===== src/pkg/pesc_pkg.sv =====
package pesc_pkg;

   // Register offsets on the configuration port
   localparam logic [7:0] PESC_PLL_LIVE_ADDR    = 8'h06;
   localparam logic [7:0] PESC_PLL_NOTIFY_ADDR  = 8'h07;
   localparam logic [7:0] PESC_PLL_MASK_ADDR    = 8'h08;
   localparam logic [7:0] PESC_MON_NOTIFY_ADDR  = 8'h09;
   localparam logic [7:0] PESC_MON_MASK_ADDR    = 8'h0a;
   localparam logic [7:0] PESC_PIN_LEVEL_ADDR   = 8'h0b;
   localparam logic [7:0] PESC_PLL_EN_ADDR      = 8'h10;
   localparam logic [7:0] PESC_PIN_CFG_ADDR     = 8'h18;
   localparam logic [7:0] PESC_SPARE_ADDR       = 8'h19;
   localparam logic [7:0] PESC_FUSE_PTR_ADDR    = 8'h22;

   // Values after reset
   localparam logic [7:0] PESC_PLL_EN_RST       = 8'h00;
   localparam logic [7:0] PESC_PIN_CFG_RST      = 8'h00;
   localparam logic [7:0] PESC_SPARE_RST        = 8'h00;
   localparam logic [7:0] PESC_FUSE_PTR_RST     = 8'h00;
   localparam logic [7:0] PESC_NOTIFY_RST       = 8'hff;
   localparam logic [7:0] PESC_MASK_RST         = 8'hff;

   // Field positions, enable register
   localparam int PESC_WAKE_SEL_BIT   = 6;
   localparam int PESC_SUPPLY_HI      = 5;
   localparam int PESC_SUPPLY_LO      = 4;
   localparam int PESC_PLL_EN_HI      = 3;
   localparam int PESC_PLL_EN_LO      = 0;

   // Field positions, pin configuration register
   localparam int PESC_FIRST_DIR_BIT  = 7;
   localparam int PESC_FIRST_SEL_HI   = 6;
   localparam int PESC_FIRST_SEL_LO   = 4;
   localparam int PESC_SECOND_DIR_BIT = 3;
   localparam int PESC_SECOND_SEL_HI  = 2;
   localparam int PESC_SECOND_SEL_LO  = 0;

   // Field position, spare register
   localparam int PESC_HOLD_MAP_BIT   = 6;

   // Fuse pointer bit of the reserved page
   localparam int PESC_FUSE_PAGE4_BIT = 4;

   // Supply level encodings
   typedef enum logic [1:0] {
      PESC_SUPPLY_1V8 = 2'h0,
      PESC_SUPPLY_2V5 = 2'h1,
      PESC_SUPPLY_3V3 = 2'h2
   } pesc_supply_e;

   // Pin source select codes
   typedef enum logic [2:0] {
      PESC_SEL_LOW     = 3'h0,
      PESC_SEL_ALL     = 3'h1,
      PESC_SEL_PLL     = 3'h2,
      PESC_SEL_CLKMON  = 3'h3,
      PESC_SEL_LIVE    = 3'h4,
      PESC_SEL_DEBUG5  = 3'h5,
      PESC_SEL_DEBUG6  = 3'h6,
      PESC_SEL_DEBUG7  = 3'h7
   } pesc_sel_e;

endpackage


===== src/pkg/pesc_flag_if.sv =====
`timescale 1ns/10ps
// Sticky flag group carrier between the register core and a flag bank
interface pesc_flag_if #(
   parameter int WIDTH = 8
);
   logic [WIDTH-1:0] events;     // Event pulses or levels from monitors
   logic [WIDTH-1:0] mask;       // One lets a flag be generated
   logic [WIDTH-1:0] clear;      // One-cycle clear strobes
   logic [WIDTH-1:0] flags;      // Sticky flag state

   modport bank (
      input  events,
      input  mask,
      input  clear,
      output flags
   );
   modport ctrl (
      output events,
      output mask,
      output clear,
      input  flags
   );
endinterface


===== src/design/pesc_config_top.sv =====
`timescale 1ns/10ps
module pesc_config_top (
   // Clock and reset
   input  wire logic              clock,
   input  wire logic              rst_n,
   // Configuration port
   input  wire logic [7:0]        regAddr,
   input  wire logic [7:0]        regWrData,
   input  wire logic              regWrEn,
   input  wire logic              regRdEn,
   output      logic [7:0]        regRdData,
   output      logic              regRdValid,
   // PLL and input monitor events
   input  wire logic [3:0]        pllUnlockEvt,
   input  wire logic [3:0]        holdoverHoldEvt,
   input  wire logic [3:0]        clkLossEvt,
   input  wire logic [3:0]        clkDriftEvt,
   input  wire logic [7:0]        pllLiveStatus,
   input  wire logic [7:0]        clkMonLive,
   // General pins
   input  wire logic              generalPinFirstIn,
   output      logic              generalPinFirstOut,
   output      logic              generalPinFirstOe_n,
   input  wire logic              generalPinSecondIn,
   output      logic              generalPinSecondOut,
   output      logic              generalPinSecondOe_n,
   // Start-up controls
   output      logic              manualWakeSel,
   output      pesc_pkg::pesc_supply_e defaultSupplyLevel,
   output      logic [3:0]        pllEnable_n,
   output      logic              holdoverMapEn,
   output      logic [7:0]        fusePagePtr
);
   import pesc_pkg::*;

   ////////////////////////////////////////////////////////////////////////
   // Register state
   logic [7:0] pllEn_q,   pllEn_d;     // Enable and wake-up config
   logic [7:0] pinCfg_q,  pinCfg_d;    // Pin configuration
   logic [7:0] spare_q,   spare_d;     // Spare, holdover mapping
   logic [7:0] fusePtr_q, fusePtr_d;   // One-hot fuse page pointer
   logic [7:0] pllMask_q, pllMask_d;   // PLL flag generation mask
   logic [7:0] monMask_q, monMask_d;   // Monitor flag generation mask
   logic [7:0] rdData_q,  rdData_d;    // Read data
   logic       rdValid_q, rdValid_d;   // Read answer strobe
   logic       firstOut_q,  firstOut_d;   // First pin level
   logic       firstOe_q,   firstOe_d;    // First pin enable, low drives
   logic       secondOut_q, secondOut_d;  // Second pin level
   logic       secondOe_q,  secondOe_d;   // Second pin enable, low drives

   // Summary terms
   logic       orPll;        // Any PLL flag
   logic       orMon;        // Any monitor flag
   logic       orLive;       // Any live monitor status
   logic       fuseOk;       // Write is a legal one-hot page

   // Flag groups
   pesc_flag_if #(.WIDTH(8)) pllIf ();
   pesc_flag_if #(.WIDTH(8)) monIf ();

   ////////////////////////////////////////////////////////////////////////
   // Flag banks; bit order matches the live status layout:
   // holdover D..A in 7:4, unlock D..A in 3:0 (drift and loss likewise)
   assign pllIf.events = {holdoverHoldEvt, pllUnlockEvt};
   assign pllIf.mask   = pllMask_q;
   assign pllIf.clear  = (regWrEn && regAddr == PESC_PLL_NOTIFY_ADDR)
                         ? regWrData : 8'h00;
   assign monIf.events = {clkDriftEvt, clkLossEvt};
   assign monIf.mask   = monMask_q;
   assign monIf.clear  = (regWrEn && regAddr == PESC_MON_NOTIFY_ADDR)
                         ? regWrData : 8'h00;

   // PLL lock loss and holdover flags
   pesc_flag_bank #(
      .WIDTH   (8),
      .RST_VAL (PESC_NOTIFY_RST)
   ) u_pllFlags (
      .clock   (clock),
      .rst_n   (rst_n),
      .flagIf  (pllIf)
   );

   // Input clock loss and drift flags
   pesc_flag_bank #(
      .WIDTH   (8),
      .RST_VAL (PESC_NOTIFY_RST)
   ) u_monFlags (
      .clock   (clock),
      .rst_n   (rst_n),
      .flagIf  (monIf)
   );

   ////////////////////////////////////////////////////////////////////////
   // Register writes
   always_comb begin
      pllEn_d   = pllEn_q;
      pinCfg_d  = pinCfg_q;
      spare_d   = spare_q;
      fusePtr_d = fusePtr_q;
      pllMask_d = pllMask_q;
      monMask_d = monMask_q;
      fuseOk    = ($countones(regWrData) == 1) &&
                  !regWrData[PESC_FUSE_PAGE4_BIT];
      if (regWrEn) begin
         case (regAddr)
            PESC_PLL_EN_ADDR: begin
               pllEn_d = regWrData;
            end
            PESC_PIN_CFG_ADDR: begin
               pinCfg_d = regWrData;
            end
            PESC_SPARE_ADDR: begin
               spare_d = regWrData;
            end
            PESC_FUSE_PTR_ADDR: begin
               // Illegal pointer keeps the old page
               if (fuseOk) begin
                  fusePtr_d = regWrData;
               end
            end
            PESC_PLL_MASK_ADDR: begin
               pllMask_d = regWrData;
            end
            PESC_MON_MASK_ADDR: begin
               monMask_d = regWrData;
            end
            default: begin
               // Unmapped or read-only address, write ignored; a notify address write only clears flags
            end
         endcase
      end
   end

   // Register the configuration
   always_ff @(posedge clock or negedge rst_n) begin
      if (!rst_n) begin
         pllEn_q   <= PESC_PLL_EN_RST;
         pinCfg_q  <= PESC_PIN_CFG_RST;
         spare_q   <= PESC_SPARE_RST;
         fusePtr_q <= PESC_FUSE_PTR_RST;
         pllMask_q <= PESC_MASK_RST;
         monMask_q <= PESC_MASK_RST;
      end else begin
         pllEn_q   <= pllEn_d;
         pinCfg_q  <= pinCfg_d;
         spare_q   <= spare_d;
         fusePtr_q <= fusePtr_d;
         pllMask_q <= pllMask_d;
         monMask_q <= monMask_d;
      end
   end

   ////////////////////////////////////////////////////////////////////////
   // Register reads, answered one cycle after the strobe
   always_comb begin
      rdValid_d = regRdEn;
      rdData_d  = rdData_q;
      if (regRdEn) begin
         case (regAddr)
            PESC_PLL_LIVE_ADDR:   rdData_d = pllLiveStatus;
            PESC_PLL_NOTIFY_ADDR: rdData_d = pllIf.flags;
            PESC_PLL_MASK_ADDR:   rdData_d = pllMask_q;
            PESC_MON_NOTIFY_ADDR: rdData_d = monIf.flags;
            PESC_MON_MASK_ADDR:   rdData_d = monMask_q;
            PESC_PIN_LEVEL_ADDR:  rdData_d = {6'h00, generalPinSecondIn,
                                              generalPinFirstIn};
            PESC_PLL_EN_ADDR:     rdData_d = pllEn_q;
            PESC_PIN_CFG_ADDR:    rdData_d = pinCfg_q;
            PESC_SPARE_ADDR:      rdData_d = spare_q;
            PESC_FUSE_PTR_ADDR:   rdData_d = fusePtr_q;
            // Unmapped address reads as zero
            default:              rdData_d = 8'h00;
         endcase
      end
   end

   // Register the read answer
   always_ff @(posedge clock or negedge rst_n) begin
      if (!rst_n) begin
         rdData_q  <= 8'h00;
         rdValid_q <= 1'b0;
      end else begin
         rdData_q  <= rdData_d;
         rdValid_q <= rdValid_d;
      end
   end

   ////////////////////////////////////////////////////////////////////////
   // Pin source selection
   function automatic logic pinSource(input logic [2:0] sel,
                                      input logic       allOr,
                                      input logic       pllOr,
                                      input logic       monOr,
                                      input logic       liveOr);
      logic level;
      level = 1'b0;
      case (pesc_sel_e'(sel))
         PESC_SEL_LOW:    level = 1'b0;
         PESC_SEL_ALL:    level = allOr;
         PESC_SEL_PLL:    level = pllOr;
         PESC_SEL_CLKMON: level = monOr;
         PESC_SEL_LIVE:   level = liveOr;
         // Debug codes drive low; nothing internal is exposed
         default:         level = 1'b0;
      endcase
      return level;
   endfunction

   // Summaries and pin next state
   always_comb begin
      orPll  = |pllIf.flags;
      orMon  = |monIf.flags;
      orLive = |clkMonLive;
      firstOut_d  = pinSource(pinCfg_q[PESC_FIRST_SEL_HI:PESC_FIRST_SEL_LO],
                              orPll | orMon, orPll, orMon, orLive);
      secondOut_d = pinSource(
                       pinCfg_q[PESC_SECOND_SEL_HI:PESC_SECOND_SEL_LO],
                       orPll | orMon, orPll, orMon, orLive);
      firstOe_d   = !pinCfg_q[PESC_FIRST_DIR_BIT];
      secondOe_d  = !pinCfg_q[PESC_SECOND_DIR_BIT];
      if (firstOe_d) begin
         firstOut_d = 1'b0;
      end
      if (secondOe_d) begin
         secondOut_d = 1'b0;
      end
   end

   always_ff @(posedge clock or negedge rst_n) begin
      if (!rst_n) begin
         firstOut_q  <= 1'b0;
         firstOe_q   <= 1'b1;
         secondOut_q <= 1'b0;
         secondOe_q  <= 1'b1;
      end else begin
         firstOut_q  <= firstOut_d;
         firstOe_q   <= firstOe_d;
         secondOut_q <= secondOut_d;
         secondOe_q  <= secondOe_d;
      end
   end

   ////////////////////////////////////////////////////////////////////////
   // Outputs, all straight from flip-flops except manualWakeSel, which is an inverted flip-flop bit
   assign regRdData            = rdData_q;
   assign regRdValid           = rdValid_q;
   assign generalPinFirstOut   = firstOut_q;
   assign generalPinFirstOe_n  = firstOe_q;
   assign generalPinSecondOut  = secondOut_q;
   assign generalPinSecondOe_n = secondOe_q;
   assign manualWakeSel        = !pllEn_q[PESC_WAKE_SEL_BIT];
   assign defaultSupplyLevel   =
      pesc_supply_e'(pllEn_q[PESC_SUPPLY_HI:PESC_SUPPLY_LO]);
   assign pllEnable_n          = pllEn_q[PESC_PLL_EN_HI:PESC_PLL_EN_LO];
   assign holdoverMapEn        = spare_q[PESC_HOLD_MAP_BIT];
   assign fusePagePtr          = fusePtr_q;

endmodule


===== src/design/pesc_flag_bank.sv =====
`timescale 1ns/10ps
// Bank of sticky notify flags with generation mask
module pesc_flag_bank #(
   parameter int            WIDTH = 8,
   parameter logic [WIDTH-1:0] RST_VAL = '1
) (
   // Clock and reset
   input  wire logic   clock,
   input  wire logic   rst_n,
   // Flag group
   pesc_flag_if.bank   flagIf
);
   import pesc_pkg::*;

   // Width the logic can serve, refused while the design is elaborated
   if (WIDTH < 1 || WIDTH > 8) begin : g_widthCheck
      $error("pesc_flag_bank: WIDTH must be 1 to 8");
   end

   logic [WIDTH-1:0] flags_q;    // Sticky state
   logic [WIDTH-1:0] flags_d;    // Next sticky state

   ////////////////////////////////////////////////////////////////////////
   // Next state: a set in the same cycle as a clear wins, so no event
   // is lost while software is acknowledging an older one
   always_comb begin
      flags_d = (flags_q & ~flagIf.clear) | (flagIf.events & flagIf.mask);
   end

   // Register the flags
   always_ff @(posedge clock or negedge rst_n) begin
      if (!rst_n) begin
         flags_q <= RST_VAL;
      end else begin
         flags_q <= flags_d;
      end
   end

   assign flagIf.flags = flags_q;

endmodule


===== config.mk =====
export PLATFORM = sky130hd
export DESIGN_NAME = pesc_config_top
export DESIGN_NICKNAME = d
export VERILOG_FILES = /design/src/pkg/pesc_pkg.sv /design/src/pkg/pesc_flag_if.sv /design/src/design/pesc_config_top.sv /design/src/design/pesc_flag_bank.sv
export SDC_FILE = /design/constraint.sdc
export NUM_CORES = 1
export LEC_CHECK = 0
export BUFFER_PORTS_ARGS = -buffer_cell sky130_fd_sc_hd__buf_2
export CAP_MARGIN = 5
export CORE_MARGIN = 2
export CORE_UTILIZATION = 50
export DETAILED_ROUTE_END_ITERATION = 6
export PLACE_DENSITY_LB_ADDON = 0.08
export SETUP_SLACK_MARGIN = 0.05
export SYNTH_ARGS = -nofsm -noshare
export SYNTH_HDL_FRONTEND = slang
export SYNTH_SLANG_ARGS = --single-unit

===== constraint.sdc =====
create_clock -name clock -period 1.3 [get_ports clock]
set_input_delay 0.195 -clock clock [delete_from_list [all_inputs] [get_ports clock]]
set_output_delay 0.195 -clock clock [all_outputs]
set_load 0.01 [all_outputs]

Word level (Yosys, flattened, before mapping)
Index checks and enable logic that the tools add are counted.
{"block": "word_totals", "reg_bits": 77, "input_bits": 54, "output_inout_bits": 29, "elab_cells": 72}
{"block": "classes", "n_addsub": 7, "eq_ne": 19, "muxes": 7, "bitwise_logic": 9, "reduce_logical": 16}
{"op": "$pmux 8 s10", "n": 1}
{"op": "$and 8x8->8", "n": 4}
{"op": "$eq 8x4->1 const B", "n": 4}
{"op": "$eq 8x5->1 const B", "n": 3}
{"op": "$reduce_or 8->1", "n": 3}
{"op": "$eq 8x3->1 const B", "n": 2}
{"op": "$mux 8", "n": 2}
{"op": "$not 8->8", "n": 2}
{"op": "$or 8x8->8", "n": 2}
{"op": "$eq 3x2->1 const B", "n": 4}
{"op": "$reduce_and 2->1", "n": 5}
{"op": "$add 1x1->2", "n": 4}
{"op": "$eq 8x6->1 const B", "n": 1}
{"op": "$pmux 1 s4", "n": 2}
{"op": "$add 2x2->3", "n": 2}
{"op": "$eq 3x1->1 const B", "n": 2}
{"op": "$eq 3x3->1 const B", "n": 2}
{"op": "$add 3x3->4", "n": 1}
{"op": "$eq 4x1->1 const B", "n": 1}
{"op": "$logic_not 1->1", "n": 4}
{"op": "$logic_and 1x1->1", "n": 3}
{"op": "$reduce_and 3->1", "n": 1}
{"op": "$mux 1", "n": 2}
{"op": "$or 1x1->1", "n": 1}

Logic depth before layout (Yosys ltp)
{"block": "depth", "word_depth": 6, "mapped_depth": 12, "depth_no_buf": 12}

Cells and area by module
From an unflattened synthesis, not the netlist that was laid out.
{"block": "unflattened", "cells_unflattened": 417, "hier_area_um2": 4230.3}
{"mod": "pesc_config_top", "n_inst": 1, "cells_each": 353, "area_per_inst_um2": 3549.7, "seq_area_each_um2": 1549.0}
{"mod": "pesc_flag_bank", "n_inst": 2, "cells_each": 32, "area_per_inst_um2": 340.3, "seq_area_each_um2": 210.2}

Least setup slack after synthesis
No wires, ideal clock.
{"block": "synth_timing", "path_type": "input to register", "start": "input regWrData[0]", "end": "register fusePtr_q[0] (netlist: fusePagePtr[0])", "setup_ps": 125, "arrival_time_ps": 3191, "required_time_ps": 1175, "path_slack_ps": -2016, "cell_stages": 11, "path_buffers": 0, "path_cell_list": "inv_1 > fa_1 > fa_1 > fa_1 > inv_1 > ha_1 > inv_1 > fa_1 > nand4_1 > nor3_4 > mux2_2"}
{"block": "synth_between", "elab_chain_cells": 6}
{"item": "from (decl)", "line_no": "pesc_config_top.sv:8", "source": "input wire logic [7:0] regWrData,"}
{"item": "$add 1x1->2 (implied by the code)", "line_no": "pesc_config_top.sv:102", "source": "fuseOk = ($countones(regWrData) == 1) &&"}
{"item": "$add 2x2->3 (implied by the code)", "line_no": "pesc_config_top.sv:102"}
{"item": "$add 3x3->4 (implied by the code)", "line_no": "pesc_config_top.sv:102"}
{"item": "$eq 4x1->1", "line_no": "pesc_config_top.sv:102"}
{"item": "$logic_and 1x1->1", "line_no": "pesc_config_top.sv:102"}
{"item": "$reduce_and 3->1 (no source line)"}
{"item": "to (signal assigned)", "line_no": "pesc_config_top.sv:147", "source": "fusePtr_q <= fusePtr_d;"}
{"item": "to (decl)", "line_no": "pesc_config_top.sv:41", "source": "logic [7:0] fusePtr_q, fusePtr_d;"}
Parallel ways exist; a longest one is shown, timed or not.
A chain may end at the register's enable or synchronous reset.

Worst setup path after layout
{"block": "layout_timing", "start": "input regWrData[0]", "end": "register fusePtr_q[7] (netlist: fusePagePtr[7])"}
{"block": "layout_between", "elab_chain_cells": 6}
{"item": "$add 1x1->2 (implied by the code)", "line_no": "pesc_config_top.sv:102"}
{"item": "$add 2x2->3 (implied by the code)", "line_no": "pesc_config_top.sv:102"}
{"item": "$add 3x3->4 (implied by the code)", "line_no": "pesc_config_top.sv:102"}
{"item": "$eq 4x1->1", "line_no": "pesc_config_top.sv:102"}
{"item": "$logic_and 1x1->1", "line_no": "pesc_config_top.sv:102"}
{"item": "$reduce_and 3->1 (no source line)"}
No other way between the ends.

==> results by group <==
Run status
  – Outcome: complete, but fails checks
  – Violated checks: negative setup slack

Timing
  – Post-layout worst setup margin: -1880 ps
  – Hold Vio Cnt, Final: 0
  – Unrepaired setup endpoints after global routing: yes
  – Actual transition at the worst max-transition pin: ~400 ps
  – Fmax: 0.3145 GHz
  – Setup-violating endpoint count in the final report: 73
  – Normalized max-slew margin: 73.40%
  – Final Critical Period: 3180 ps
  – Worst clock skew: 9.756 ps
  – Slew Viols, Final: 0
  – Crit share post-route: 244.6%

Worst setup path
  – Cell repeated most along the worst path: sky130_fd_sc_hd__fa_1
  – Last element of the critical path: fusePagePtr[7]$_DFFE_PN0P_
  – Kind of cell with the highest combined delay on the critical path: adder cells
  – Critical-path maximum fanout: 5
  – Worst R2R End: regRdData[7]$_DFFE_PN0P_
  – Data arrival at the endpoint of the critical path: 3440 ps
  – Reg-to-reg setup timing slack: -220 ps
  – Slowest cell delay on critical path: 550 ps
  – Combined buffer and inverter count along the critical path: 5
  – Worst Reg2Reg Path Length in Cells: 5
  – Setup crit start: regWrData[0]
  – Cell chain of the critical path: buf_8 > inv_4 > fa_1 > fa_1 > fa_1 > inv_2 > ha_4 > inv_2 > fa_1 > nand4_1 > nor3_4 > buf_6 > mux2_4
  – Master of the slowest instance on the critical path: sky130_fd_sc_hd__fa_1
  – Endpoint type of the worst setup path: flop
  – Startpoint of the worst-slack reg-to-reg timing path: monIf.mask[7]$_DFFE_PN1P_
  – Setup Crit Path Kind: input port to flop
  – Worst setup SP type: input port
  – WP data required: 1560 ps
  – Path length in cells of the critical path: 13

Clock tree
  – CTS Sinks: between 70 and 80
  – Level count of the clock H-tree: 3
  – Clock tree buffer depth: 2
  – Library cell used as clock root buffer: sky130_fd_sc_hd__clkbuf_8
  – CTS Buf Count: 9
  – TritonCTS clock tree: done
  – Clock-pin slew of the registers on the worst-case setup and hold paths: ~90 ps
  – Clock latency on the worst-skew pair: between 300 and 400 ps

Logic synthesis
  – Proportion of synthesized chip area in sequential cells: 48.96%
  – Synth cell count leaders: sky130_fd_sc_hd__nand2_1, sky130_fd_sc_hd__dfrtp_1, sky130_fd_sc_hd__o21ai_0
  – Area share of the largest cell type after synthesis: 26.75%
  – Post-Synthesis Mean Instance Area: 10.24 µm²
  – Mapped Cells: 393
  – Number of enable flip-flop cells after synthesis: 0
  – Netlist area before placement: 4023 µm²
  – Dominant cells by area after synthesis: sky130_fd_sc_hd__dfrtp_1, sky130_fd_sc_hd__dfstp_2, sky130_fd_sc_hd__a22o_1
  – Most area-hungry cell type in the Yosys netlist: sky130_fd_sc_hd__dfrtp_1
  – Leading cell type by number of instances after synthesis: sky130_fd_sc_hd__nand2_1
  – Share of flip-flops with an asynchronous set or reset after synthesis: 100.0%
  – #FFs+latches synth: 77
  – Predominant post-synthesis flop cell: sky130_fd_sc_hd__dfrtp_1
  – Total nets after synthesis: 454
  – Yosys synthesis warning count: 0
  – Cell variety after synth: 54

Die
  – I/O pins: 83
  – DIE WIDTH: 93.70 µm
  – Total Die Area: 8779 µm²
  – Core Footprint: 7767 µm²
  – Initial Utilization: 51.79%
  – Die H: 93.70 µm
  – Cell Rows: 32

GRT
  – Total GRT Usage: between 30% and 40%
  – Global-route wire length before repair: about 23 mm
  – Overflow left after global routing: 0
  – Largest net degree at the start of global routing: 38
  – Via count of the first global-routing pass: between 4,000 and 5,000
  – Initial antenna violation count: 0

Power and ir drop
  – Worst voltage drop across the vdd grid: 1294 µV
  – Power density over cell area: 1020 nW/µm²
  – Clock network fraction of design power: between 20 and 30%
  – Share of total power consumed by net switching: 31.80%
  – Sequential group share of total power: between 40% and 50%
  – Part of the power in combinational logic: between 20% and 30%
  – Leakage power of the design: roughly 3.1 nW
  – Switching power of the nets: around 2.2 mW
  – P_int: around 4.7 mW

Layout
  – # diodes: 0
  – Final std cells w/o fill: roughly 700
  – # fillers: 322
  – Final Net Count: 656
  – Reg area: ~2000 µm²
  – Post-route core utilization: 87.40%
  – Multi-input logic area: ~2600 µm²
  – Fraction of layout cells with a size suffix above 1: 70.33%
  – Area growth from synthesis to final layout: 68.77%

Detailed routing
  – Count of routing violations after the opening detailed-route iteration: 526
  – Vias after detailed routing: 4,560
  – Vias per cell: between 6 and 7
  – Remaining antenna violation count after routing: 0
  – DRT Wirelength: 17.78 mm
  – Post-detailed-route DRC marker count: 0
  – Routed len/inst: 25.33 µm
  – First-pass iteration count of the detailed router: 5

Run
  – Number of max-cap violations: 0

Placed design
  – GPL Wtd Cong: between 0.9 and 1
  – HPWL after detailed placement: ~10 mm
  – Placed insts: approximately 650
  – Number of buffers inserted by port buffering: ~80

Hold path
  – Path type of the worst min-delay path: input port to flop
## state kept, by name, summed over array words and instances, names as in the netlist, 8 cells and up
| name | flops |
|---|---|
| u_monFlags.flagIf.flags | 8 |
| u_pllFlags.flagIf.flags | 8 |
| fusePagePtr | 8 |
| spare_q | 8 |
| pinCfg_q | 8 |
| monIf.mask | 8 |
| regRdData | 8 |
| pllEn_q | 8 |
| pllIf.mask | 8 |
## cell usage in the layout (no fill, tap or decap), types with 6 or more instances in the layout
cell                       instances
sky130_fd_sc_hd__dfrtp_1          42
sky130_fd_sc_hd__nand2_2          41
sky130_fd_sc_hd__nand3b_1         11
sky130_fd_sc_hd__buf_8             7
sky130_fd_sc_hd__a22o_1           31
sky130_fd_sc_hd__inv_1            14
sky130_fd_sc_hd__clkbuf_8         10
sky130_fd_sc_hd__nand2_4          13
sky130_fd_sc_hd__dfstp_2          34
sky130_fd_sc_hd__buf_12            9
sky130_fd_sc_hd__mux2_4            8
sky130_fd_sc_hd__buf_4            82
sky130_fd_sc_hd__o21ai_1          10
sky130_fd_sc_hd__buf_6            43
sky130_fd_sc_hd__nand2_1          15
sky130_fd_sc_hd__nor3_4            6
sky130_fd_sc_hd__mux2i_1          11
sky130_fd_sc_hd__buf_2            68
sky130_fd_sc_hd__o21ai_2          26
## how the worst min path moves through the flow
stage / startpoint / to / slack (ps) / cells past startpoint
finish: clkLossEvt[2] / u_monFlags.flagIf.flags[2]$_DFF_PN1_ / 50 / 2
global route: clkLossEvt[2] / u_monFlags.flagIf.flags[2]$_DFF_PN1_ / 50 / 2
CTS: clkLossEvt[0] / u_monFlags.flagIf.flags[0]$_DFF_PN1_ / 60 / 2
detailed placement: rst_n / generalPinFirstOut$_DFF_PN0_ / 20 / 1
global placement: rst_n / generalPinFirstOut$_DFF_PN0_ / 20 / 1
floorplan: rst_n / fusePagePtr[0]$_DFFE_PN0P_ / -100 / 0
## power by group through the flow
stage	combinational [mW]	clock (mW)	sequential [mW]
6_report	1.83	1.97	3.12
2_1_floorplan	0.596	0	3.00
3_3_place_gp	1.21	0	3.07
5_1_grt	1.91	2.07	3.14
3_5_place_dp	1.25	0	3.07
4_1_cts	1.54	1.96	3.09
## metrics by stage
step	hold WS, ps	setup slack [ps]	area (µm²)	TNS (ps)	power, mW
after global placement	22.84	-2185	5465	-44270	4.275
final	47.69	-1880	6789	-22600	6.926
after detailed placement	20.93	-2249	5465	-46070	4.322
after global routing	51.44	-1970	6789	-24620	7.120
after floorplan	-100.6	-2016	4342	-18230	3.593
after CTS	57.11	-1799	6290	-15490	6.585
## cells by family (layout without fill, tap and decap cells)
family / Yosys count / after routing / synth area share (%)
AOI/OAI and AO/OA: 103 / 103 / 18.10
adders and majority gates: 7 / 7 / 2.924
buffers and inverters: 41 / 248 / 4.479
DFF: 77 / 77 / 48.96
muxes: 28 / 28 / 7.372
and+or+nand+nor: 137 / 137 / 18.16
## layout make-up
type | count | area share [%]
Timing Repair Buffer | 213 | 26.52
Clock inverter | 6 | 1.032
Clock buffer | 10 | 2.027
Sequential cell | 77 | 29.03
Multi-Input combinational cell | 275 | 38.39
Tap cell | 102 | 1.880
Inverter | 19 | 1.124
## layer usage
layer / wire (µm) / up-vias / GRT usage [%]
met2: 8273 / 369 / 54.64
met3: 1770 / 95 / 6.260
li1: - / 1846 / -
met5: 0 / - / 0
met4: 1143 / 0 / 14.25
met1: 6592 / 2250 / 47.90
## repair_timing
item | in CTS | in global routing
endpoints found under the setup margin | 69 | 77
hold buffers | 2 | 0
hold endpoints to repair | 45 | 0
resized for setup | 112 | 121
pin swaps | 60 | 58
buffers inserted | 17 | 14
gates cloned | 2 | 0
No activity file was read; power rests on OpenSTA's default activity.
